===== config.mk =====
export PLATFORM = sky130hd
export DESIGN_NAME = ccpc_top
export DESIGN_NICKNAME = d
export VERILOG_FILES = /design/src/logic/ccpc_pkg.sv /design/src/logic/ccpc_cmp_unit.sv /design/src/logic/ccpc_top.sv
export SDC_FILE = /design/constraint.sdc
export NUM_CORES = 1
export LEC_CHECK = 0
export BUFFER_PORTS_ARGS = -buffer_cell sky130_fd_sc_hd__buf_4
export CAP_MARGIN = 20
export CORE_ASPECT_RATIO = 1.1
export CORE_MARGIN = 8
export CORE_UTILIZATION = 42
export CTS_CLUSTER_SIZE = 12
export DETAILED_ROUTE_END_ITERATION = 16
export MAX_ROUTING_LAYER = met4
export PLACE_DENSITY = 0.71
export SETUP_SLACK_MARGIN = 0.15
export SLEW_MARGIN = 20
export SYNTH_ARGS = -nofsm -noshare
export SYNTH_HDL_FRONTEND = slang
export SYNTH_HIERARCHICAL = 1
export SYNTH_SLANG_ARGS = --single-unit

===== constraint.sdc =====
create_clock -name pclk -period 3.2 [get_ports pclk]
set_input_delay 0.64 -clock pclk [delete_from_list [all_inputs] [get_ports pclk]]
set_output_delay 0.64 -clock pclk [all_outputs]
set_load 0.01 [all_outputs]

===== src/logic/ccpc_pkg.sv =====
// Operation
// - The 16-bit compare value is checked against the 16-bit Timer1 count every cycle, and equality is a match.
// - A match performs the action chosen by the four-bit mode: toggle, set, clear, trigger or interrupt only.
// - Every compare mode sets the unit's interrupt flag on a match.
// - Mode 1010 only raises the interrupt flag and leaves the pin undriven.
// - Mode 1011 issues a special event trigger that resets Timer1 and leaves the pin undriven.
// - A special event trigger clears both Timer1 count bytes without setting the Timer1 overflow flag.
// - On the second unit only, the trigger sets the converter go flag when the converter is on.
// - The trigger asserts on the match, but the Timer1 reset waits for the next Timer1 clock edge.
// - If the match is gone by that Timer1 clock edge, the Timer1 reset is not done.
// - Writing zero to a control register forces that unit's compare output latch low.
// - The second compare output goes to one of two port pins, chosen by the pin select bit.
// - Compare depends on the system clock and does not work during sleep.
`default_nettype none
package ccpc_pkg;
   // APB byte offsets
   localparam logic [7:0] OFS_CTRL1   = 8'h00;
   localparam logic [7:0] OFS_CTRL2   = 8'h04;
   localparam logic [7:0] OFS_VAL1_LO = 8'h08;
   localparam logic [7:0] OFS_VAL1_HI = 8'h0c;
   localparam logic [7:0] OFS_VAL2_LO = 8'h10;
   localparam logic [7:0] OFS_VAL2_HI = 8'h14;
   localparam logic [7:0] OFS_ALTPIN  = 8'h18;
   localparam logic [7:0] OFS_TMR_LO  = 8'h1c;
   localparam logic [7:0] OFS_TMR_HI  = 8'h20;
   localparam logic [7:0] OFS_TMR_CTL = 8'h24;
   localparam logic [7:0] OFS_ADC     = 8'h28;
   localparam logic [7:0] OFS_IRQ_ST  = 8'h2c;
   localparam logic [7:0] OFS_IRQ_CLR = 8'h30;
   localparam logic [7:0] OFS_IRQ_EN  = 8'h34;
   localparam logic [7:0] OFS_PINDIR  = 8'h38;
   // Compare modes
   localparam logic [3:0] MODE_OFF    = 4'h0;
   localparam logic [3:0] MODE_TOGGLE = 4'h2;
   localparam logic [3:0] MODE_SET    = 4'h8;
   localparam logic [3:0] MODE_CLR    = 4'h9;
   localparam logic [3:0] MODE_SWIRQ  = 4'ha;
   localparam logic [3:0] MODE_TRIG   = 4'hb;
   // Field positions
   localparam int BIT_TMR_ON  = 0;
   localparam int BIT_TMR_EXT = 1;
   localparam int BIT_ADC_ON  = 0;
   localparam int BIT_ADC_GO  = 1;
   localparam int BIT_ALT_SEL = 0;
   localparam int IRQ_CMP1    = 0;
   localparam int IRQ_CMP2    = 1;
   localparam int IRQ_TOVF    = 2;
   localparam int NUM_IRQ     = 3;
   localparam int PIN_CMP1    = 0;
   localparam int PIN_PC1     = 1;
   localparam int PIN_PB3     = 2;
   // Reset values
   localparam logic [5:0] CTRL_RST   = 6'h00;
   localparam logic [2:0] PINDIR_RST = 3'h7;
   // Instruction clock is the system clock divided by four
   localparam int INSTR_DIV = 4;
endpackage
`default_nettype wire


===== src/logic/ccpc_cmp_unit.sv =====
`timescale 1ns/100ps
`default_nettype none
module ccpc_cmp_unit (
   // Clock and reset
   input  wire logic        pclk,
   input  wire logic        presetn,
   // Configuration
   input  wire logic [3:0]  mode,
   input  wire logic        ctrl_zero_wr,
   input  wire logic [15:0] cmp_value,
   // Timer side
   input  wire logic [15:0] count,
   input  wire logic        tmr_tick,
   input  wire logic        active,
   // Results
   output logic             match_evt,
   output logic             trig_evt,
   output logic             tmr_reset,
   output logic             out_latch,
   output logic             pin_ctrl
);
   logic match;
   logic prev_match_ff;
   logic pend_ff;
   logic out_ff;
   logic cmp_mode;

   assign match    = (cmp_value == count);
   // Codes above the trigger mode belong to PWM, not to compare
   assign cmp_mode = (mode[3:2] == 2'b10) || (mode == ccpc_pkg::MODE_TOGGLE);
   // Edge of the match, so a count that sits still acts once
   assign match_evt = active && cmp_mode && match && !prev_match_ff;
   assign trig_evt  = match_evt && (mode == ccpc_pkg::MODE_TRIG);
   // Recheck the match at the timer edge; a moved value cancels
   assign tmr_reset = pend_ff && tmr_tick && match;
   assign pin_ctrl  = (mode == ccpc_pkg::MODE_TOGGLE) || (mode == ccpc_pkg::MODE_SET) ||
                      (mode == ccpc_pkg::MODE_CLR);
   assign out_latch = out_ff;

   always_ff @(posedge pclk or negedge presetn) begin
      if (!presetn) begin
         prev_match_ff <= 1'b0;
      end else if (active) begin
         prev_match_ff <= match;
      end
   end

   always_ff @(posedge pclk or negedge presetn) begin
      if (!presetn) begin
         pend_ff <= 1'b0;
      end else if (trig_evt) begin
         pend_ff <= 1'b1;
      end else if (tmr_tick || (mode != ccpc_pkg::MODE_TRIG)) begin
         pend_ff <= 1'b0;
      end
   end

   always_ff @(posedge pclk or negedge presetn) begin
      if (!presetn) begin
         out_ff <= 1'b0;
      end else if (ctrl_zero_wr) begin
         out_ff <= 1'b0;
      end else if (match_evt) begin
         case (mode)
            ccpc_pkg::MODE_TOGGLE: out_ff <= !out_ff;
            ccpc_pkg::MODE_SET:    out_ff <= 1'b1;
            ccpc_pkg::MODE_CLR:    out_ff <= 1'b0;
            default:               out_ff <= out_ff;
         endcase
      end
   end
endmodule // ccpc_cmp_unit
`default_nettype wire


===== src/logic/ccpc_top.sv =====
`timescale 1ns/100ps
`default_nettype none
module ccpc_top #(
   parameter int NUM_UNITS = 2,
   parameter int CNT_W     = 16
) (
   // Clock and reset
   input  wire logic        pclk,
   input  wire logic        presetn,
   // APB slave
   input  wire logic        psel,
   input  wire logic        penable,
   input  wire logic        pwrite,
   input  wire logic [7:0]  paddr,
   input  wire logic [31:0] pwdata,
   output logic [31:0]      prdata,
   output logic             pready,
   output logic             pslverr,
   // Interrupt
   output logic             irq,
   // Timer and converter partners
   input  wire logic        t1_ext_clk,
   input  wire logic        sleep_mode,
   input  wire logic        adc_done,
   output logic             adc_go,
   output logic [1:0]       special_event,
   // Pins
   output logic             cmp1_pin,
   output logic             cmp1_pin_oe,
   output logic             port_c_pin1,
   output logic             port_c_pin1_oe,
   output logic             port_b_pin3,
   output logic             port_b_pin3_oe
);
   // Register state
   logic [5:0]                 ctrl_ff      [NUM_UNITS];
   logic [CNT_W-1:0]           cval_ff      [NUM_UNITS];
   logic                       alt_sel_ff;
   logic [1:0]                 tmr_ctl_ff;
   logic                       adc_on_ff;
   logic                       adc_go_ff;
   logic [ccpc_pkg::NUM_IRQ-1:0] irq_st_ff;
   logic [ccpc_pkg::NUM_IRQ-1:0] irq_en_ff;
   logic [2:0]                 pindir_ff;
   logic [CNT_W-1:0]           count_ff;
   // Timer clocking
   logic [1:0]                 div_ff;
   logic                       ext_s1_ff;
   logic                       ext_s2_ff;
   logic                       ext_prev_ff;
   logic                       tmr_tick;
   logic                       active;
   // Bus decode
   logic                       wr_en;
   logic                       setup;
   logic [3:0]                 wr_idx;
   // Unit results
   logic [NUM_UNITS-1:0]       match_evt;
   logic [NUM_UNITS-1:0]       trig_evt;
   logic [NUM_UNITS-1:0]       tmr_reset;
   logic [NUM_UNITS-1:0]       out_latch;
   logic [NUM_UNITS-1:0]       pin_ctrl;
   logic [NUM_UNITS-1:0]       ctrl_zero_wr;
   logic                       tmr_clear;
   logic                       tmr_ovf;
   logic [ccpc_pkg::NUM_IRQ-1:0] irq_set;
   // Output flops
   logic [31:0]                prdata_ff;
   logic                       pready_ff;
   logic                       pslverr_ff;
   logic                       irq_ff;
   logic [1:0]                 sev_ff;
   logic                       cmp1_o_ff;
   logic                       cmp1_oe_ff;
   logic                       pc1_o_ff;
   logic                       pc1_oe_ff;
   logic                       pb3_o_ff;
   logic                       pb3_oe_ff;
   logic [31:0]                nxt_prdata;

   // Maps an address to a register index, 0 when unmapped
   function automatic logic [3:0] reg_index(input logic [7:0] a);
      if (a == ccpc_pkg::OFS_CTRL1) begin
         return 4'h1;
      end else if (a == ccpc_pkg::OFS_CTRL2) begin
         return 4'h2;
      end else if (a == ccpc_pkg::OFS_VAL1_LO) begin
         return 4'h3;
      end else if (a == ccpc_pkg::OFS_VAL1_HI) begin
         return 4'h4;
      end else if (a == ccpc_pkg::OFS_VAL2_LO) begin
         return 4'h5;
      end else if (a == ccpc_pkg::OFS_VAL2_HI) begin
         return 4'h6;
      end else if (a == ccpc_pkg::OFS_ALTPIN) begin
         return 4'h7;
      end else if (a == ccpc_pkg::OFS_TMR_LO) begin
         return 4'h8;
      end else if (a == ccpc_pkg::OFS_TMR_HI) begin
         return 4'h9;
      end else if (a == ccpc_pkg::OFS_TMR_CTL) begin
         return 4'ha;
      end else if (a == ccpc_pkg::OFS_ADC) begin
         return 4'hb;
      end else if (a == ccpc_pkg::OFS_IRQ_ST) begin
         return 4'hc;
      end else if (a == ccpc_pkg::OFS_IRQ_CLR) begin
         return 4'hd;
      end else if (a == ccpc_pkg::OFS_IRQ_EN) begin
         return 4'he;
      end else if (a == ccpc_pkg::OFS_PINDIR) begin
         return 4'hf;
      end else begin
         return 4'h0;
      end
   endfunction

   assign setup  = psel && !penable;
   assign wr_en  = psel && penable && pwrite;
   assign wr_idx = reg_index(paddr);

   // Timer1 clocking: instruction clock or a synchronised external pin
   assign active = !sleep_mode;
   always_ff @(posedge pclk or negedge presetn) begin
      if (!presetn) begin
         div_ff <= 2'h0;
      end else begin
         div_ff <= div_ff + 2'h1;
      end
   end

   always_ff @(posedge pclk or negedge presetn) begin
      if (!presetn) begin
         ext_s1_ff   <= 1'b0;
         ext_s2_ff   <= 1'b0;
         ext_prev_ff <= 1'b0;
      end else begin
         ext_s1_ff   <= t1_ext_clk;
         ext_s2_ff   <= ext_s1_ff;
         ext_prev_ff <= ext_s2_ff;
      end
   end

   // Never the raw system clock; the compare needs idle cycles between counts
   assign tmr_tick = active && tmr_ctl_ff[ccpc_pkg::BIT_TMR_ON] &&
                     (tmr_ctl_ff[ccpc_pkg::BIT_TMR_EXT] ? (ext_s2_ff && !ext_prev_ff) :
                      (div_ff == 2'(ccpc_pkg::INSTR_DIV - 1)));

   // Compare units
   genvar gi;
   generate
      for (gi = 0; gi < NUM_UNITS; gi++) begin : g_unit
         assign ctrl_zero_wr[gi] = wr_en && (wr_idx == 4'(1 + gi)) && (pwdata[5:0] == ccpc_pkg::CTRL_RST);
         ccpc_cmp_unit u_cmp (
            .pclk         (pclk),
            .presetn      (presetn),
            .mode         (ctrl_ff[gi][3:0]),
            .ctrl_zero_wr (ctrl_zero_wr[gi]),
            .cmp_value    (cval_ff[gi]),
            .count        (count_ff),
            .tmr_tick     (tmr_tick),
            .active       (active),
            .match_evt    (match_evt[gi]),
            .trig_evt     (trig_evt[gi]),
            .tmr_reset    (tmr_reset[gi]),
            .out_latch    (out_latch[gi]),
            .pin_ctrl     (pin_ctrl[gi])
         );

         always_ff @(posedge pclk or negedge presetn) begin
            if (!presetn) begin
               ctrl_ff[gi] <= ccpc_pkg::CTRL_RST;
            end else if (wr_en && (wr_idx == 4'(1 + gi))) begin
               ctrl_ff[gi] <= pwdata[5:0];
            end
         end

         // Compare value has no defined reset; zero is used
         always_ff @(posedge pclk or negedge presetn) begin
            if (!presetn) begin
               cval_ff[gi] <= '0;
            end else if (wr_en && (wr_idx == 4'(3 + 2 * gi))) begin
               cval_ff[gi][7:0] <= pwdata[7:0];
            end else if (wr_en && (wr_idx == 4'(4 + 2 * gi))) begin
               cval_ff[gi][15:8] <= pwdata[7:0];
            end
         end
      end
   endgenerate

   // Timer1 count; a write from software wins over the trigger reset
   assign tmr_clear = |tmr_reset;
   assign tmr_ovf   = tmr_tick && !tmr_clear && (count_ff == {CNT_W{1'b1}});
   always_ff @(posedge pclk or negedge presetn) begin
      if (!presetn) begin
         count_ff <= '0;
      end else if (wr_en && (wr_idx == 4'h8)) begin
         count_ff[7:0] <= pwdata[7:0];
      end else if (wr_en && (wr_idx == 4'h9)) begin
         count_ff[15:8] <= pwdata[7:0];
      end else if (tmr_clear) begin
         count_ff <= '0;
      end else if (tmr_tick) begin
         count_ff <= count_ff + 16'h0001;
      end
   end

   // Control registers
   always_ff @(posedge pclk or negedge presetn) begin
      if (!presetn) begin
         alt_sel_ff <= 1'b0;
         tmr_ctl_ff <= 2'h0;
         adc_on_ff  <= 1'b0;
         irq_en_ff  <= '0;
         pindir_ff  <= ccpc_pkg::PINDIR_RST;
      end else if (wr_en) begin
         if (wr_idx == 4'h7) begin
            alt_sel_ff <= pwdata[ccpc_pkg::BIT_ALT_SEL];
         end else if (wr_idx == 4'ha) begin
            tmr_ctl_ff <= pwdata[1:0];
         end else if (wr_idx == 4'hb) begin
            adc_on_ff <= pwdata[ccpc_pkg::BIT_ADC_ON];
         end else if (wr_idx == 4'he) begin
            irq_en_ff <= pwdata[ccpc_pkg::NUM_IRQ-1:0];
         end else if (wr_idx == 4'hf) begin
            pindir_ff <= pwdata[2:0];
         end
      end
   end

   // Converter go flag; a trigger wins over completion or a software clear
   always_ff @(posedge pclk or negedge presetn) begin
      if (!presetn) begin
         adc_go_ff <= 1'b0;
      end else if (trig_evt[1] && adc_on_ff) begin
         adc_go_ff <= 1'b1;
      end else if (wr_en && (wr_idx == 4'hb)) begin
         adc_go_ff <= pwdata[ccpc_pkg::BIT_ADC_GO] && pwdata[ccpc_pkg::BIT_ADC_ON];
      end else if (adc_done || !adc_on_ff) begin
         adc_go_ff <= 1'b0;
      end
   end

   // Sticky status, set wins over clear; trigger reset never counts as overflow
   assign irq_set[ccpc_pkg::IRQ_CMP1] = match_evt[0];
   assign irq_set[ccpc_pkg::IRQ_CMP2] = match_evt[1];
   assign irq_set[ccpc_pkg::IRQ_TOVF] = tmr_ovf;
   always_ff @(posedge pclk or negedge presetn) begin
      if (!presetn) begin
         irq_st_ff <= '0;
      end else if (wr_en && (wr_idx == 4'hd)) begin
         irq_st_ff <= (irq_st_ff & ~pwdata[ccpc_pkg::NUM_IRQ-1:0]) | irq_set;
      end else begin
         irq_st_ff <= irq_st_ff | irq_set;
      end
   end

   always_ff @(posedge pclk or negedge presetn) begin
      if (!presetn) begin
         irq_ff <= 1'b0;
         sev_ff <= 2'h0;
      end else begin
         irq_ff <= |(irq_st_ff & irq_en_ff);
         sev_ff <= trig_evt;
      end
   end

   // Pins: the unit drives only in output modes and with direction cleared
   always_ff @(posedge pclk or negedge presetn) begin
      if (!presetn) begin
         cmp1_o_ff  <= 1'b0;
         cmp1_oe_ff <= 1'b0;
         pc1_o_ff   <= 1'b0;
         pc1_oe_ff  <= 1'b0;
         pb3_o_ff   <= 1'b0;
         pb3_oe_ff  <= 1'b0;
      end else begin
         cmp1_o_ff  <= out_latch[0];
         cmp1_oe_ff <= pin_ctrl[0] && !pindir_ff[ccpc_pkg::PIN_CMP1];
         pc1_o_ff   <= out_latch[1];
         pc1_oe_ff  <= pin_ctrl[1] && !alt_sel_ff && !pindir_ff[ccpc_pkg::PIN_PC1];
         pb3_o_ff   <= out_latch[1];
         pb3_oe_ff  <= pin_ctrl[1] && alt_sel_ff && !pindir_ff[ccpc_pkg::PIN_PB3];
      end
   end

   // Read mux
   always_comb begin
      nxt_prdata = 32'h0000_0000;
      case (wr_idx)
         4'h1: nxt_prdata[5:0] = ctrl_ff[0];
         4'h2: nxt_prdata[5:0] = ctrl_ff[1];
         4'h3: nxt_prdata[7:0] = cval_ff[0][7:0];
         4'h4: nxt_prdata[7:0] = cval_ff[0][15:8];
         4'h5: nxt_prdata[7:0] = cval_ff[1][7:0];
         4'h6: nxt_prdata[7:0] = cval_ff[1][15:8];
         4'h7: nxt_prdata[0] = alt_sel_ff;
         4'h8: nxt_prdata[7:0] = count_ff[7:0];
         4'h9: nxt_prdata[7:0] = count_ff[15:8];
         4'ha: nxt_prdata[1:0] = tmr_ctl_ff;
         4'hb: nxt_prdata[1:0] = {adc_go_ff, adc_on_ff};
         4'hc: nxt_prdata[ccpc_pkg::NUM_IRQ-1:0] = irq_st_ff;
         4'he: nxt_prdata[ccpc_pkg::NUM_IRQ-1:0] = irq_en_ff;
         4'hf: nxt_prdata[2:0] = pindir_ff;
         default: nxt_prdata = 32'h0000_0000;
      endcase
   end

   // Data is captured in setup so the access phase completes at once
   always_ff @(posedge pclk or negedge presetn) begin
      if (!presetn) begin
         prdata_ff  <= 32'h0000_0000;
         pslverr_ff <= 1'b0;
         pready_ff  <= 1'b0;
      end else begin
         pready_ff <= 1'b1;
         if (setup) begin
            prdata_ff  <= nxt_prdata;
            pslverr_ff <= (wr_idx == 4'h0);
         end
      end
   end

   assign prdata         = prdata_ff;
   assign pready         = pready_ff;
   assign pslverr        = pslverr_ff;
   assign irq            = irq_ff;
   assign adc_go         = adc_go_ff;
   assign special_event  = sev_ff;
   assign cmp1_pin       = cmp1_o_ff;
   assign cmp1_pin_oe    = cmp1_oe_ff;
   assign port_c_pin1    = pc1_o_ff;
   assign port_c_pin1_oe = pc1_oe_ff;
   assign port_b_pin3    = pb3_o_ff;
   assign port_b_pin3_oe = pb3_oe_ff;
endmodule // ccpc_top
`default_nettype wire


# ---- Yosys cells after proc, flatten, opt, wreduce, memory -nomap -nowiden
# Cells that the tools add are included.
dict set report word_totals {
  regBits 103
  latchBits 0
  ram_bits 0
  rom_bits 0
  inputBits 48
  out_inout_bits 44
  word_cells 221
  mem_count 0
}
dict set report classes {
  add_sub_neg 2
  mul 0
  div_mod_pow 0
  magnitude_cmp 0
  n_eq_ne 46
  shift 0
  n_mux 40
  bitwise 12
  n_reduce_logical 86
}
# cell n
set op_table {}
lappend op_table {{4-bit 2-to-1 mux} 15}
lappend op_table {{4-bit equality test, second input constant} 14}
lappend op_table {{8-bit by 6-bit equality test with 1-bit output, second input constant} 7}
lappend op_table {{1-bit logical AND} 39}
lappend op_table {{16-bit equality test} 2}
lappend op_table {{8-bit by 5-bit equality test with 1-bit output, second input constant} 4}
lappend op_table {{16-bit 2-to-1 mux} 2}
lappend op_table {{8-bit 2-to-1 mux} 3}
lappend op_table {{3-bit case mux with 8 select lines} 1}
lappend op_table {{16-bit by 1-bit adder with 16-bit output, second input constant} 1}
lappend op_table {{16-bit equality test, second input constant} 1}
lappend op_table {{4-bit by 2-bit equality test with 1-bit output, second input constant} 4}
lappend op_table {{4-bit by 3-bit equality test with 1-bit output, second input constant} 4}
lappend op_table {{8-bit by 4-bit equality test with 1-bit output, second input constant} 2}
lappend op_table {{1-bit case mux with 14 select lines} 1}
lappend op_table {{2-bit AND reduction} 7}
lappend op_table {{1-bit logical NOT} 13}
lappend op_table {{1-bit case mux with 13 select lines} 1}
lappend op_table {{1-bit 2-to-1 mux} 12}
lappend op_table {{2-bit case mux with 6 select lines} 1}
lappend op_table {{1-bit case mux with 11 select lines} 1}
lappend op_table {{1-bit logical OR} 9}
lappend op_table {{3-bit nonzero test} 3}
lappend op_table {{8-bit by 3-bit equality test with 1-bit output, second input constant} 1}
lappend op_table {{other kinds (22)} 38}

# ---- Logic depth before layout (Yosys ltp)
# Gate-level depths: netlist of run 1.
dict set report logic_depth {
  word_depth 21
  ltp_mapped 11
  ltp_nobuf 9
}

# ---- Cells and area by module
# The synthesis of run 1 kept the hierarchy.
# mod instances cells_each area_each_um2 seq_area_each_um2
set by_module_without_submodules {}
lappend by_module_without_submodules {ccpc_top 1 506 5276.3 2431.1}
lappend by_module_without_submodules {ccpc_cmp_unit 2 43 405.4 75.1}

# ---- Least setup slack after synthesis of run 1
# No wires, ideal clock.
dict set report synth_path {
  path_kind {input -> register}
  from {in sleep_mode}
  to {reg count_ff[4]}
  setup_ns 0.082
  arrival_ns 2.518
  t_required_ns 3.118
  slack_ns 0.600
  cell_stages 9
  path_buffers 2
  path_cell_list {nand2b_1 a21oi_1 clkbuf_1 and3_2 or2_2 clkbuf_1 o21ai_1 or4_1 a31oi_1}
}
dict set report synth_between {
  elab_chain_cells 9
  elab_cells_between_ends 13
  cone_classes {mux (3); reduce/logical (10)}
}
# item line_no
set synth_lines {}
lappend synth_lines {{from (decl)} ccpc_top.sv:23} ;# input wire logic sleep_mode,
lappend synth_lines {{1-bit logical NOT (*)} ccpc_top.sv:123} ;# assign active = !sleep_mode;
lappend synth_lines {{1-bit logical AND (*) (2 in series)} ccpc_top.sv:145} ;# assign tmr_tick = active && tmr_ctl_ff[ccpc_pkg::BIT_TMR_ON] &&
lappend synth_lines {{named net tmr_tick} ccpc_top.sv:51} ;# logic tmr_tick;
lappend synth_lines {{1-bit logical AND (*) (2 in series)} ccpc_cmp_unit.sv:35} ;# assign tmr_reset = pend_ff && tmr_tick && match;
lappend synth_lines {{named net tmr_reset[1]} ccpc_top.sv:60} ;# logic [NUM_UNITS-1:0] tmr_reset;
lappend synth_lines {{2-bit OR reduction (*)} ccpc_top.sv:192} ;# assign tmr_clear = |tmr_reset;
lappend synth_lines {{16-bit 2-to-1 mux} ccpc_top.sv:201} ;# end else if (tmr_clear) begin
lappend synth_lines {{8-bit 2-to-1 mux} ccpc_top.sv:199} ;# end else if (wr_en && (wr_idx == 4'h9)) begin
lappend synth_lines {{8-bit 2-to-1 mux} ccpc_top.sv:197} ;# end else if (wr_en && (wr_idx == 4'h8)) begin
lappend synth_lines {{to (signal assigned)} ccpc_top.sv:198} ;# count_ff[7:0] <= pwdata[7:0];
lappend synth_lines {{to (signal assigned)} ccpc_top.sv:204} ;# count_ff <= count_ff + 16'h0001;
lappend synth_lines {{to (decl)} ccpc_top.sv:45} ;# logic [CNT_W-1:0] count_ff;
# The timed path passes the listed nets; every way through them passes the cells marked *. The select of a mux whose other input is x is not followed.
# A chain may end at the register's enable or synchronous reset.

# ---- Worst setup path in the final report of run 1
dict set report layout_path {
  from {reg count_ff[0]}
  to {reg count_ff[4]}
}
dict set report layout_between {
  elab_chain_cells 6
  elab_cells_between_ends 12
  cone_classes {add/sub (1); eq/ne (2); mux (4); reduce/logical (5)}
}
# item line_no
set layout_lines {}
lappend layout_lines {{16-bit equality test (*)} ccpc_cmp_unit.sv:28} ;# assign match = (cmp_value == count);
lappend layout_lines {{1-bit logical AND (*)} ccpc_cmp_unit.sv:35}
lappend layout_lines {{named net tmr_reset[1]} ccpc_top.sv:60}
lappend layout_lines {{2-bit OR reduction (*)} ccpc_top.sv:192}
lappend layout_lines {{16-bit 2-to-1 mux} ccpc_top.sv:201}
lappend layout_lines {{8-bit 2-to-1 mux} ccpc_top.sv:199}
lappend layout_lines {{8-bit 2-to-1 mux} ccpc_top.sv:197}
# Marks and branches as above.

==> results of run 1 <==
[layout make-up]
class	instances	share of cell area
Timing Repair Buffer	65	0.0724
Multi-Input combinational cell	455	0.474
Inverter	7	0.00380
Clock inverter	7	0.00923
Tap cell	192	0.0348
Clock buffer	9	0.0326
Sequential cell	103	0.374
[metrics by stage]
stage / area (um^2) / hold WS, ps / util / std cells / total power, mW
floorplan: 6170 / 331 / - / 615 / 1.53
global placement: 6620 / 331 / 0.464 / 822 / 1.63
detailed placement: 6620 / 336 / 0.464 / 822 / 1.63
CTS: 6910 / 341 / 0.484 / 838 / 2.71
global route: 6910 / 359 / 0.484 / 838 / 2.79
finish: 6910 / 318 / 0.484 / 838 / 2.70
[metal layers]
| metal | up-vias | routed length (um) | GRT usage |
|---|---|---|---|
| li1 | 2248 | - | - |
| met1 | 2495 | 7400 | 0.252 |
| met2 | 237 | 8480 | 0.318 |
| met3 | 44 | 1520 | 0.0424 |
| met4 | 0 | 611 | 0.0835 |
| met5 | - | 0 | - |
[worst max-delay path, stage by stage, from the launching register on]
cell                      delay [ps]
sky130_fd_sc_hd__dfrtp_1         580
sky130_fd_sc_hd__xnor2_1         160
sky130_fd_sc_hd__nand4_1         160
sky130_fd_sc_hd__nor4_4          500
sky130_fd_sc_hd__and3_2          260
sky130_fd_sc_hd__or2_2           150
sky130_fd_sc_hd__o21ai_1         180
sky130_fd_sc_hd__or4_1           530
sky130_fd_sc_hd__a31oi_1         180
[Yosys cell counts, types with 6 or more instances]
library cell,n
sky130_fd_sc_hd__a21oi_1,18
sky130_fd_sc_hd__inv_1,7
sky130_fd_sc_hd__nand3_1,22
sky130_fd_sc_hd__buf_4,25
sky130_fd_sc_hd__o22ai_1,9
sky130_fd_sc_hd__xnor2_1,35
sky130_fd_sc_hd__buf_2,9
sky130_fd_sc_hd__mux2_2,56
sky130_fd_sc_hd__nand4_1,17
sky130_fd_sc_hd__nor2_1,41
sky130_fd_sc_hd__mux2_1,11
sky130_fd_sc_hd__clkbuf_1,14
sky130_fd_sc_hd__o21ai_1,7
sky130_fd_sc_hd__o21ai_0,18
sky130_fd_sc_hd__dfrtp_1,100
sky130_fd_sc_hd__nand2b_1,7
sky130_fd_sc_hd__mux2i_1,6
sky130_fd_sc_hd__nand2_1,41
sky130_fd_sc_hd__nor2b_1,11
sky130_fd_sc_hd__a22oi_1,15
sky130_fd_sc_hd__a31oi_1,12
sky130_fd_sc_hd__nor3_1,8
[worst paths after layout]
kind,from,end,slack (ps),depth (start not counted)
max,count_ff[0],count_ff[4],410,8
min,presetn,pready,320,1
max reg2reg,count_ff[0],count_ff[4],410,8
min reg2reg,ext_s1_ff,ext_s2_ff,350,0
max in group asynchronous,presetn,cval_ff[30],2140,2
min in group pclk,ext_s1_ff,ext_s2_ff,350,0
[cells in the final DEF (no fill, tap or decap), types with 12 or more instances in the layout]
cell / instances
sky130_fd_sc_hd__xnor2_1: 35
sky130_fd_sc_hd__a22oi_1: 15
sky130_fd_sc_hd__mux2_2: 56
sky130_fd_sc_hd__nand4_1: 17
sky130_fd_sc_hd__a21oi_1: 18
sky130_fd_sc_hd__buf_4: 64
sky130_fd_sc_hd__nor2_1: 41
sky130_fd_sc_hd__a31oi_1: 12
sky130_fd_sc_hd__conb_1: 25
sky130_fd_sc_hd__o21ai_0: 18
sky130_fd_sc_hd__dfrtp_1: 100
sky130_fd_sc_hd__nand3_1: 22
sky130_fd_sc_hd__nand2_1: 41
[power groups by stage]
| stage | clock network, mW | registers (mW) | logic [mW] |
|---|---|---|---|
| floorplan | 0 | 1.37 | 0.159 |
| global placement | 0 | 1.37 | 0.254 |
| detailed placement | 0 | 1.38 | 0.258 |
| CTS | 1.10 | 1.35 | 0.259 |
| global route | 1.15 | 1.35 | 0.283 |
| finish | 1.09 | 1.35 | 0.261 |
[sequential cells by signal (all words and copies together), names as in the netlist, 3 cells and up]
register	cells
prdata	8
irq_en_ff	3
cval_ff	32
pindir_ff	3
count_ff	16
ctrl_ff	12
irq_st_ff	3
[cells by family after synthesis]
kind of cell | share of synthesized area
simple gates | 0.186
compound gates | 0.143
flops | 0.424
mux | 0.138
buf+inv | 0.0524
xor+xnor | 0.0518
fa+ha+maj | 0.00411
other cells | 0.00123
==> impl_metrics.toml, run 1 <==
[yosys]
yosys-top-cells-area = "sky130_fd_sc_hd__dfrtp_1, sky130_fd_sc_hd__mux2_2, sky130_fd_sc_hd__xnor2_1"
synth_top_area_cell = "sky130_fd_sc_hd__dfrtp_1"
yosysTopAreaCellShare = 0.411
synth-async-reset-ratio = 1.00
synth-main-ff-cell = "sky130_fd_sc_hd__dfrtp_1"
postSynthCellCount = 592
seq_area_frac_synth = 0.424
synthesis_warning_total = 6
netlist-cell-type-count = 76
synth_enable_flop_cells = 0
yosys_register_bits = 103
synth_area_mm2 = 0.00609
synth.avg_cell_area_um2 = 10.3

[placement]
post-dp-hpwl_um = 13200
routabilityCongestion = 0.959
portBuffers = 43
dpl_worst_slack_ps = 469

[die]
num_rows = 46
starting_density = 0.426
core_area_mm2 = 0.0143
fp.dieArea_mm2 = 0.0186
die_x_um = 131
floorplan.die.height_um = 142
floorplan.io_pins = 92

[run_status]
outcome = "complete, no violations"

[layout]
antenna-diode-count = 0
fraction_of_final_layout_cells_sized_beyond_drive_strength_1 = 0.259
final.fill_count = 1334
sequential_cell_area_mm2 = 0.00258
multiInputGateArea_mm2 = 0.00327
fin_nets = 691
area_delta_synth_final_pct = 13.5

[clock_network]
cts_root_buffer = "sky130_fd_sc_hd__clkbuf_16"
cts.path.max_buffers = 2
clk_pin_slew_worst_paths_ps = 70
post_cts.repair.setup_buffers = 0
ctsHoldBuffers = 0
worstSkewPairLatency_ps = 350
cts_htree_levels = 3
quantity_of_gates_resized_following_cts = 0
cts_sinks = 103
tritoncts = "done"
cts_inserted_buffers = 9

[grt]
grtUsageTotal = 0.204
total_overflow_reported_by_the_global_router = 0
first_global_vias = 5028
grt_start_max_net_pins = 54
grt_antenna_before_repair = 0
grt_first_pass_wirelength_um = 28200

[timing]
timing.final.crit_period_ps = 2790
timing_max_transition_violations_final = 0
grt_setup_unrepaired = "false"
setup_viol = 0
postLayoutSetupSlackWorst_ps = 411
maxClockFrequency_mhz = 359
finalHoldViolations = 0
fin_skew_ps = 10.3
tightest_pin_transition_ps = 702
fin_tns_setup_ps = 0
rel_slew_slack = 0.530
period_share = 0.871

[route]
num_vias = 5024
post_drt_wl_per_cell_um = 21.5
via_per_inst = 6.00
dr.first_iter.drc_count = 501
antenna_left = 0
drt_pre_antenna_iters = 5
route.final.wire_length_um = 18000
drcViolationCount = 0

[pwr]
ir_drop_v = 0.000238
static-leakage-power_nw = 3.04
p_int_mw = 1.96
swShare = 0.274
comb_power_share = 0.097
clockPowerShare = 0.404
power.net_switching_mw = 0.740
sequential_power_share = 0.500
pwr_density_cell_mw_per_mm2 = 391

[worst_setup_path]
setup.worst_path.start_class = "flip-flop"
worst-setup-path-type = "flip-flop to flip-flop"
worst_setup_path_end_kind = "flip-flop"
worst-endpoint-required_ps = 3460
critical_path_peak_fanout = 10
crit_path_dat_ps = 3050

[run]
max_cap_viols = 0

[worst_hold_path]
holdCritPathClass = "input port to asynchronous set/reset pin"
Power figures use the tool's default switching activity.
==> run 2: changes to the inputs <==
--- a/config.mk
+++ b/config.mk
@@ -9,11 +9,12 @@
 export CAP_MARGIN = 20
 export CORE_ASPECT_RATIO = 1.1
 export CORE_MARGIN = 8
-export CORE_UTILIZATION = 42
+export CORE_UTILIZATION = 35
 export CTS_CLUSTER_SIZE = 12
 export DETAILED_ROUTE_END_ITERATION = 16
+export GPL_TIMING_DRIVEN = 0
 export MAX_ROUTING_LAYER = met4
-export PLACE_DENSITY = 0.71
+export PLACE_DENSITY_LB_ADDON = 0.3
 export SETUP_SLACK_MARGIN = 0.15
 export SLEW_MARGIN = 20
 export SYNTH_ARGS = -nofsm -noshare
==> run 2 against run 1 <==
Net effect:
- sequential cell count is the same
- non-clock buffer count grew 25
- global-route usage is 2.0 points lower
- routed wire length is 10% higher
- die area up 18%
- setup slack worse by 86 ps
- critical path type unchanged
- critical endpoint is now count_ff[3]
- largest cell class unchanged
==> impl_metrics.toml, run 2 (same netlist as run 1, synthesis figures left out) <==
[clock_network]
worstSkewPairLatency_ps = 360
cts_sinks = 103
cts_htree_levels = 3
cts.path.max_buffers = 2
cts_root_buffer = "sky130_fd_sc_hd__clkbuf_16"
clk_pin_slew_worst_paths_ps = 70
cts_inserted_buffers = 9
tritoncts = "done"

[grt]
met2_usage = 0.293
grt_antenna_before_repair = 0
globalRouteMet1Util = 0.228
grt_use_met3 = 0.0305
total_overflow_reported_by_the_global_router = 0
grt_start_max_net_pins = 104
grt_first_pass_wirelength_um = 30000
grtUsageTotal = 0.184
first_global_vias = 5122
globalRoute.busiestLayer = "met2"

[layout]
fraction_of_final_layout_cells_sized_beyond_drive_strength_1 = 0.262
post-route-cell-area_mm2 = 0.00707
area_delta_synth_final_pct = 16.1
fin_nets = 716
most_flop_heavy_register = "cval_ff"
largest_reg_flops = 32
layout_commonest_cell = "sky130_fd_sc_hd__dfrtp_1"
leading_cell_types_in_the_layout_fill_and_taps_excluded = "sky130_fd_sc_hd__dfrtp_1, sky130_fd_sc_hd__buf_4, sky130_fd_sc_hd__mux2_2"
reg_top3 = "cval_ff: 32 flops, count_ff: 16 flops, ctrl_ff: 12 flops"
antenna-diode-count = 0

[die]
floorplan.die.height_um = 154
core_area_mm2 = 0.0170
floorplan.io_pins = 92
fp.dieArea_mm2 = 0.0219
die_x_um = 142
starting_density = 0.358
num_rows = 50

[pwr]
static-leakage-power_nw = 3.11
fin_total_pwr_mw = 2.76
ir_drop_v = 0.000244
pwr_density_cell_mw_per_mm2 = 390

[timing]
grt_setup_unrepaired = "false"
fin_skew_ps = 7.47
finalHoldViolations = 0
fin_tns_setup_ps = 0
timing.final.crit_period_ps = 2870
setup_viol = 0
period_share = 0.898
maxClockFrequency_mhz = 348
tightest_pin_transition_ps = 947
postLayoutSetupSlackWorst_ps = 325
timing_max_transition_violations_final = 0
rel_slew_slack = 0.363

[placement]
post_dp_cell_area_mm2 = 0.00677
post-dp-hpwl_um = 14800
dpl_worst_slack_ps = -283
routabilityCongestion = 0.909
portBuffers = 40

[route]
drt_pre_antenna_iters = 5
antenna_left = 0
num_vias = 5122
route.final.wire_length_um = 19800
post_drt_wl_per_cell_um = 21.9
via_per_inst = 5.66
drcViolationCount = 0
dr.first_iter.drc_count = 554

[worst_setup_path]
critical_path_peak_fanout = 9
setup.worst_path.start_class = "flip-flop"
worst-setup-path-type = "flip-flop to flip-flop"
worst-endpoint-required_ps = 3470
crit_path_dat_ps = 3150
worst_setup_path_end_kind = "flip-flop"

[worst_hold_path]
holdCritPathClass = "flip-flop to flip-flop"

[run]
max_cap_viols = 0

[run_status]
outcome = "complete, no violations"
==> run 2: changes by cell type in the layout (fill, tap and decap cells not counted) <==
cell	change
sky130_fd_sc_hd__clkbuf_1	+14
sky130_fd_sc_hd__buf_2	+9
sky130_fd_sc_hd__inv_8	-3
sky130_fd_sc_hd__buf_1	+2
sky130_fd_sc_hd__clkbuf_2	+2
sky130_fd_sc_hd__buf_12	-1
sky130_fd_sc_hd__buf_4	+1
sky130_fd_sc_hd__buf_6	+1
sky130_fd_sc_hd__bufinv_16	+1
sky130_fd_sc_hd__clkinv_2	-1
sky130_fd_sc_hd__clkinv_4	+1
sky130_fd_sc_hd__clkinvlp_4	-1
==> run 2: final cells by class <==
cell class                 count  area (um^2)
fill                        1689         9950
multi-input combinational    455         3270
sequential                   103         2580
timing repair buffer          41          312
tap                          234          293
buffer                        49          292
clock buffer                  12          236
clock inverter                 4         56.3
inverter                       7         26.3
==> run 2: per-layer routing <==
metal	part of all wire	up-vias
li1	-	2287
met1	0.44	2590
met2	0.47	205
met3	0.057	40
met4	0.033	0
met5	0	-
==> run 2: where the power goes <==
group,switching (mW),internal (mW),total (mW)
Sequential,0.0293,1.32,1.35
Combinational,0.177,0.106,0.283
Clock,0.508,0.614,1.12
==> run 2: final timing paths <==
check	from	to	slack, ps	cells after the start
max	count_ff[14]	count_ff[3]	330	8
min	ext_s1_ff	ext_s2_ff	350	0
max reg2reg	count_ff[14]	count_ff[3]	330	8
min reg2reg	ext_s1_ff	ext_s2_ff	350	0
max in group asynchronous	presetn	prdata[4]	2170	1
min in group asynchronous	presetn	pready	410	1
==> run 2: worst max-delay path, cell delays in order (launching register included) <==
cell,delay [ps]
sky130_fd_sc_hd__dfrtp_1,500
sky130_fd_sc_hd__xnor2_1,280
sky130_fd_sc_hd__nand4_1,190
sky130_fd_sc_hd__nor4_4,480
sky130_fd_sc_hd__and3_2,260
sky130_fd_sc_hd__or2_2,240
sky130_fd_sc_hd__o21ai_1,130
sky130_fd_sc_hd__or4_1,510
sky130_fd_sc_hd__a31oi_1,190
==> run 2: through the flow <==
stage	utilization	instances	hold WS [ps]
after global routing	0.415	905	368
after detailed placement	0.398	889	340
after global placement	0.398	889	334
after CTS	0.415	904	357
final	0.415	905	354
after floorplan	-	615	331
==> run 2: what timing repair did <==
action	in CTS	in global routing
gates resized for setup	1	2
hold buffers	0	0
setup endpoints to repair	10	2
buffers inserted	0	1
pin swaps	0	2
==> run 3: changes to the inputs <==
--- a/config.mk
+++ b/config.mk
@@ -5,6 +5,7 @@
 export SDC_FILE = /design/constraint.sdc
 export NUM_CORES = 1
 export LEC_CHECK = 0
+export ABC_AREA = 1
 export BUFFER_PORTS_ARGS = -buffer_cell sky130_fd_sc_hd__buf_4
 export CAP_MARGIN = 20
 export CORE_ASPECT_RATIO = 1.1
==> run 3 against run 2 <==
Net effect:
- global-route usage decreased by 0.23 points
- critical endpoint is now count_ff[1]
- synthesized cell count increased by 68%
- sequential cell count unchanged
- via count increased by 26%
- cell area increased by 11%
- total power increased by 0.67%
- sequential power about the same
- critical path depth increased by 4
- routed wire length increased by 4.7%
- largest power group unchanged
- setup slack improved by 36 ps
- worst hold slack improved by 14 ps
- fmax increased by 1.3%
==> impl_metrics.toml, run 3 <==
[worst_setup_path]
crit_path_dat_ps = 3130
crit_family = "simple AND/OR/NAND/NOR gates"
cpPeakStageDelay_ps = 540
worst-setup-path-type = "flip-flop to flip-flop"
setup.worst_path.start_class = "flip-flop"
worst_setup_path_end_kind = "flip-flop"
worstPathBufferInverterCount = 2
crit_path_cell_trace = "ha_1 -> or2_1 -> nand3_1 -> inv_1 -> nand2_1 -> nor2_1 -> nor2_1 -> clkbuf_1 -> nand3_1 -> o21ai_1 -> nand2_1 -> o21ai_1"
critical-path-slowest-cell = "sky130_fd_sc_hd__nor2_1"
critical_path_peak_fanout = 10
worst-endpoint-required_ps = 3490

[timing]
timing.final.crit_period_ps = 2840
tightest_pin_transition_ps = 976
finalHoldViolations = 0
fin_tns_setup_ps = 0
fin_skew_ps = 10.2
period_share = 0.887
grt_setup_unrepaired = "false"
maxClockFrequency_mhz = 352
rel_slew_slack = 0.350
timing_max_transition_violations_final = 0
setup_viol = 0

[clock_network]
clk_pin_slew_worst_paths_ps = 80
worstSkewPairLatency_ps = 370
cts_sinks = 103
tritoncts = "done"
cts_htree_levels = 3
cts.path.max_buffers = 2
cts_inserted_buffers = 9
cts_root_buffer = "sky130_fd_sc_hd__clkbuf_16"
ctsHoldBuffers = 0

[layout]
layout_commonest_cell = "sky130_fd_sc_hd__nand2_1"
final.fill_count = 1997
largest_reg_flops = 32
fin_nets = 1123
antenna-diode-count = 0
fin_util = 0.410
reg_top3 = "cval_ff: 32 flops, count_ff: 16 flops, ctrl_ff: 12 flops"
fraction_of_final_layout_cells_sized_beyond_drive_strength_1 = 0.159
layout.cells.non_filler = 1325
most_flop_heavy_register = "cval_ff"
sequential_cell_area_mm2 = 0.00258
leading_cell_types_in_the_layout_fill_and_taps_excluded = "sky130_fd_sc_hd__nand2_1, sky130_fd_sc_hd__inv_1, sky130_fd_sc_hd__dfrtp_1"
multiInputGateArea_mm2 = 0.00351
area_delta_synth_final_pct = 14.9

[route]
drcViolationCount = 0
post_drt_wl_per_cell_um = 15.7
dr.first_iter.drc_count = 591
route.final.wire_length_um = 20700
antenna_left = 0
drt_pre_antenna_iters = 5
via_per_inst = 4.87
num_vias = 6454

[yosys]
synth.avg_cell_area_um2 = 6.85
postSynthCellCount = 996
synth_area_mm2 = 0.00682
yosys-top-cells-area = "sky130_fd_sc_hd__dfrtp_1, sky130_fd_sc_hd__nand2_1, sky130_fd_sc_hd__inv_1"
synthesis_warning_total = 6
seq_area_frac_synth = 0.378
yosys_register_bits = 103
synth_top_area_cell = "sky130_fd_sc_hd__dfrtp_1"
synth-async-reset-ratio = 1.00
synthMostInstantiatedCell = "sky130_fd_sc_hd__nand2_1"
netlist-cell-type-count = 43
yosys-top-cells-count = "sky130_fd_sc_hd__nand2_1, sky130_fd_sc_hd__inv_1, sky130_fd_sc_hd__dfrtp_1, sky130_fd_sc_hd__nor2_1, sky130_fd_sc_hd__nand3_1"
yosysTopAreaCellShare = 0.367
synth_enable_flop_cells = 0
synth-main-ff-cell = "sky130_fd_sc_hd__dfrtp_1"

[pwr]
power.net_switching_mw = 0.797
ir_drop_v = 0.000238
p_int_mw = 1.98
sequential_power_share = 0.493
swShare = 0.287
comb_power_share = 0.107
fin_total_pwr_mw = 2.78
static-leakage-power_nw = 4.11
clockPowerShare = 0.400
pwr_density_cell_mw_per_mm2 = 354

[grt]
grt_first_pass_wirelength_um = 33300
grt_antenna_before_repair = 0
grt_start_max_net_pins = 104
grtUsageTotal = 0.182
first_global_vias = 6117
total_overflow_reported_by_the_global_router = 0

[worst_hold_path]
holdCritPathClass = "input port to asynchronous set/reset pin"

[placement]
dp_cells = 1309
portBuffers = 43
routabilityCongestion = 0.893
post-dp-hpwl_um = 15800

[die]
num_rows = 53
die_x_um = 149
fp.dieArea_mm2 = 0.0242
floorplan.io_pins = 92
core_area_mm2 = 0.0191
floorplan.die.height_um = 162
starting_density = 0.357

[run_status]
outcome = "complete, no violations"

[run]
max_cap_viols = 0
[run 3: cell count changes after synthesis, moves of 40 or more]
cell,before,now
sky130_fd_sc_hd__inv_1,7,112
sky130_fd_sc_hd__mux2_2,56,0
sky130_fd_sc_hd__nand2_1,41,343
sky130_fd_sc_hd__nand3_1,22,83
sky130_fd_sc_hd__nor2_1,41,87
sky130_fd_sc_hd__o21ai_0,18,58
[run 3: timing repair]
item | in CTS | in global routing
gates resized for setup | 0 | 1
setup endpoints to repair | 0 | 7
hold endpoints to repair | 0 | 0
buffers inserted | 0 | 0
[run 3: metrics by stage]
| stage | hold slack, ps | setup slack, ps | instance area [um^2] |
|---|---|---|---|
| after floorplan | 331 | 1280 | 6910 |
| after global placement | 336 | 242 | 7540 |
| after detailed placement | 353 | 244 | 7540 |
| after CTS | 364 | 214 | 7830 |
| after global routing | 367 | 186 | 7840 |
| final | 368 | 362 | 7840 |
[run 3: power groups by stage]
| stage | clock network (mW) | logic [mW] | registers, mW |
|---|---|---|---|
| floorplan | 0 | 0.180 | 1.38 |
| global placement | 0 | 0.295 | 1.39 |
| detailed placement | 0 | 0.297 | 1.39 |
| CTS | 1.13 | 0.299 | 1.37 |
| global route | 1.18 | 0.335 | 1.37 |
| finish | 1.11 | 0.298 | 1.37 |
[run 3: final cells by class]
| type | instances | area share |
|---|---|---|
| clock inverter | 7 | 0.00830 |
| timing repair buffer | 43 | 0.0417 |
| multi-input combinational | 737 | 0.448 |
| clock buffer | 9 | 0.0287 |
| inverter | 133 | 0.0640 |
| buffer | 46 | 0.0402 |
| sequential | 103 | 0.329 |
| tap | 247 | 0.0394 |
[run 3: worst reg2reg max path, delay by kind of cell, from the launching register on]
family | cells | cell delay, ps
compound gates | 2 | 170
fa+ha+maj | 1 | 190
flops | 1 | 390
simple gates | 7 | 1370
buf+inv | 2 | 640
[run 3: cell families after synthesis]
family / count (synthesis) / share of synthesized area
DFF: 103 / 0.378
AOI/OAI and AO/OA: 104 / 0.0831
buffers and inverters: 179 / 0.120
and+or+nand+nor: 590 / 0.393
adders and majority gates: 2 / 0.00367
other: 2 / 0.00110
xor gates and xnor gates: 16 / 0.0205
[run 3: worst paths after layout]
check | from | to | slack [ps] | cells after the start
max reg2reg | div_ff[0] | count_ff[1] | 360 | 12
max in group asynchronous | presetn | special_event[0] | 2150 | 1
min | presetn | count_ff[13] | 370 | 1
max | div_ff[0] | count_ff[1] | 360 | 12
min in group pclk | ext_s1_ff | ext_s2_ff | 370 | 0
min reg2reg | ext_s1_ff | ext_s2_ff | 370 | 0
[run 3: layer usage]
metal / GRT usage / vias to the layer above / share of wire
met4: 0.0882 / 0 / 0.036
met5: - / - / 0
met1: 0.228 / 2980 / 0.43
li1: - / 3232 / -
met2: 0.284 / 206 / 0.47
met3: 0.0258 / 36 / 0.066
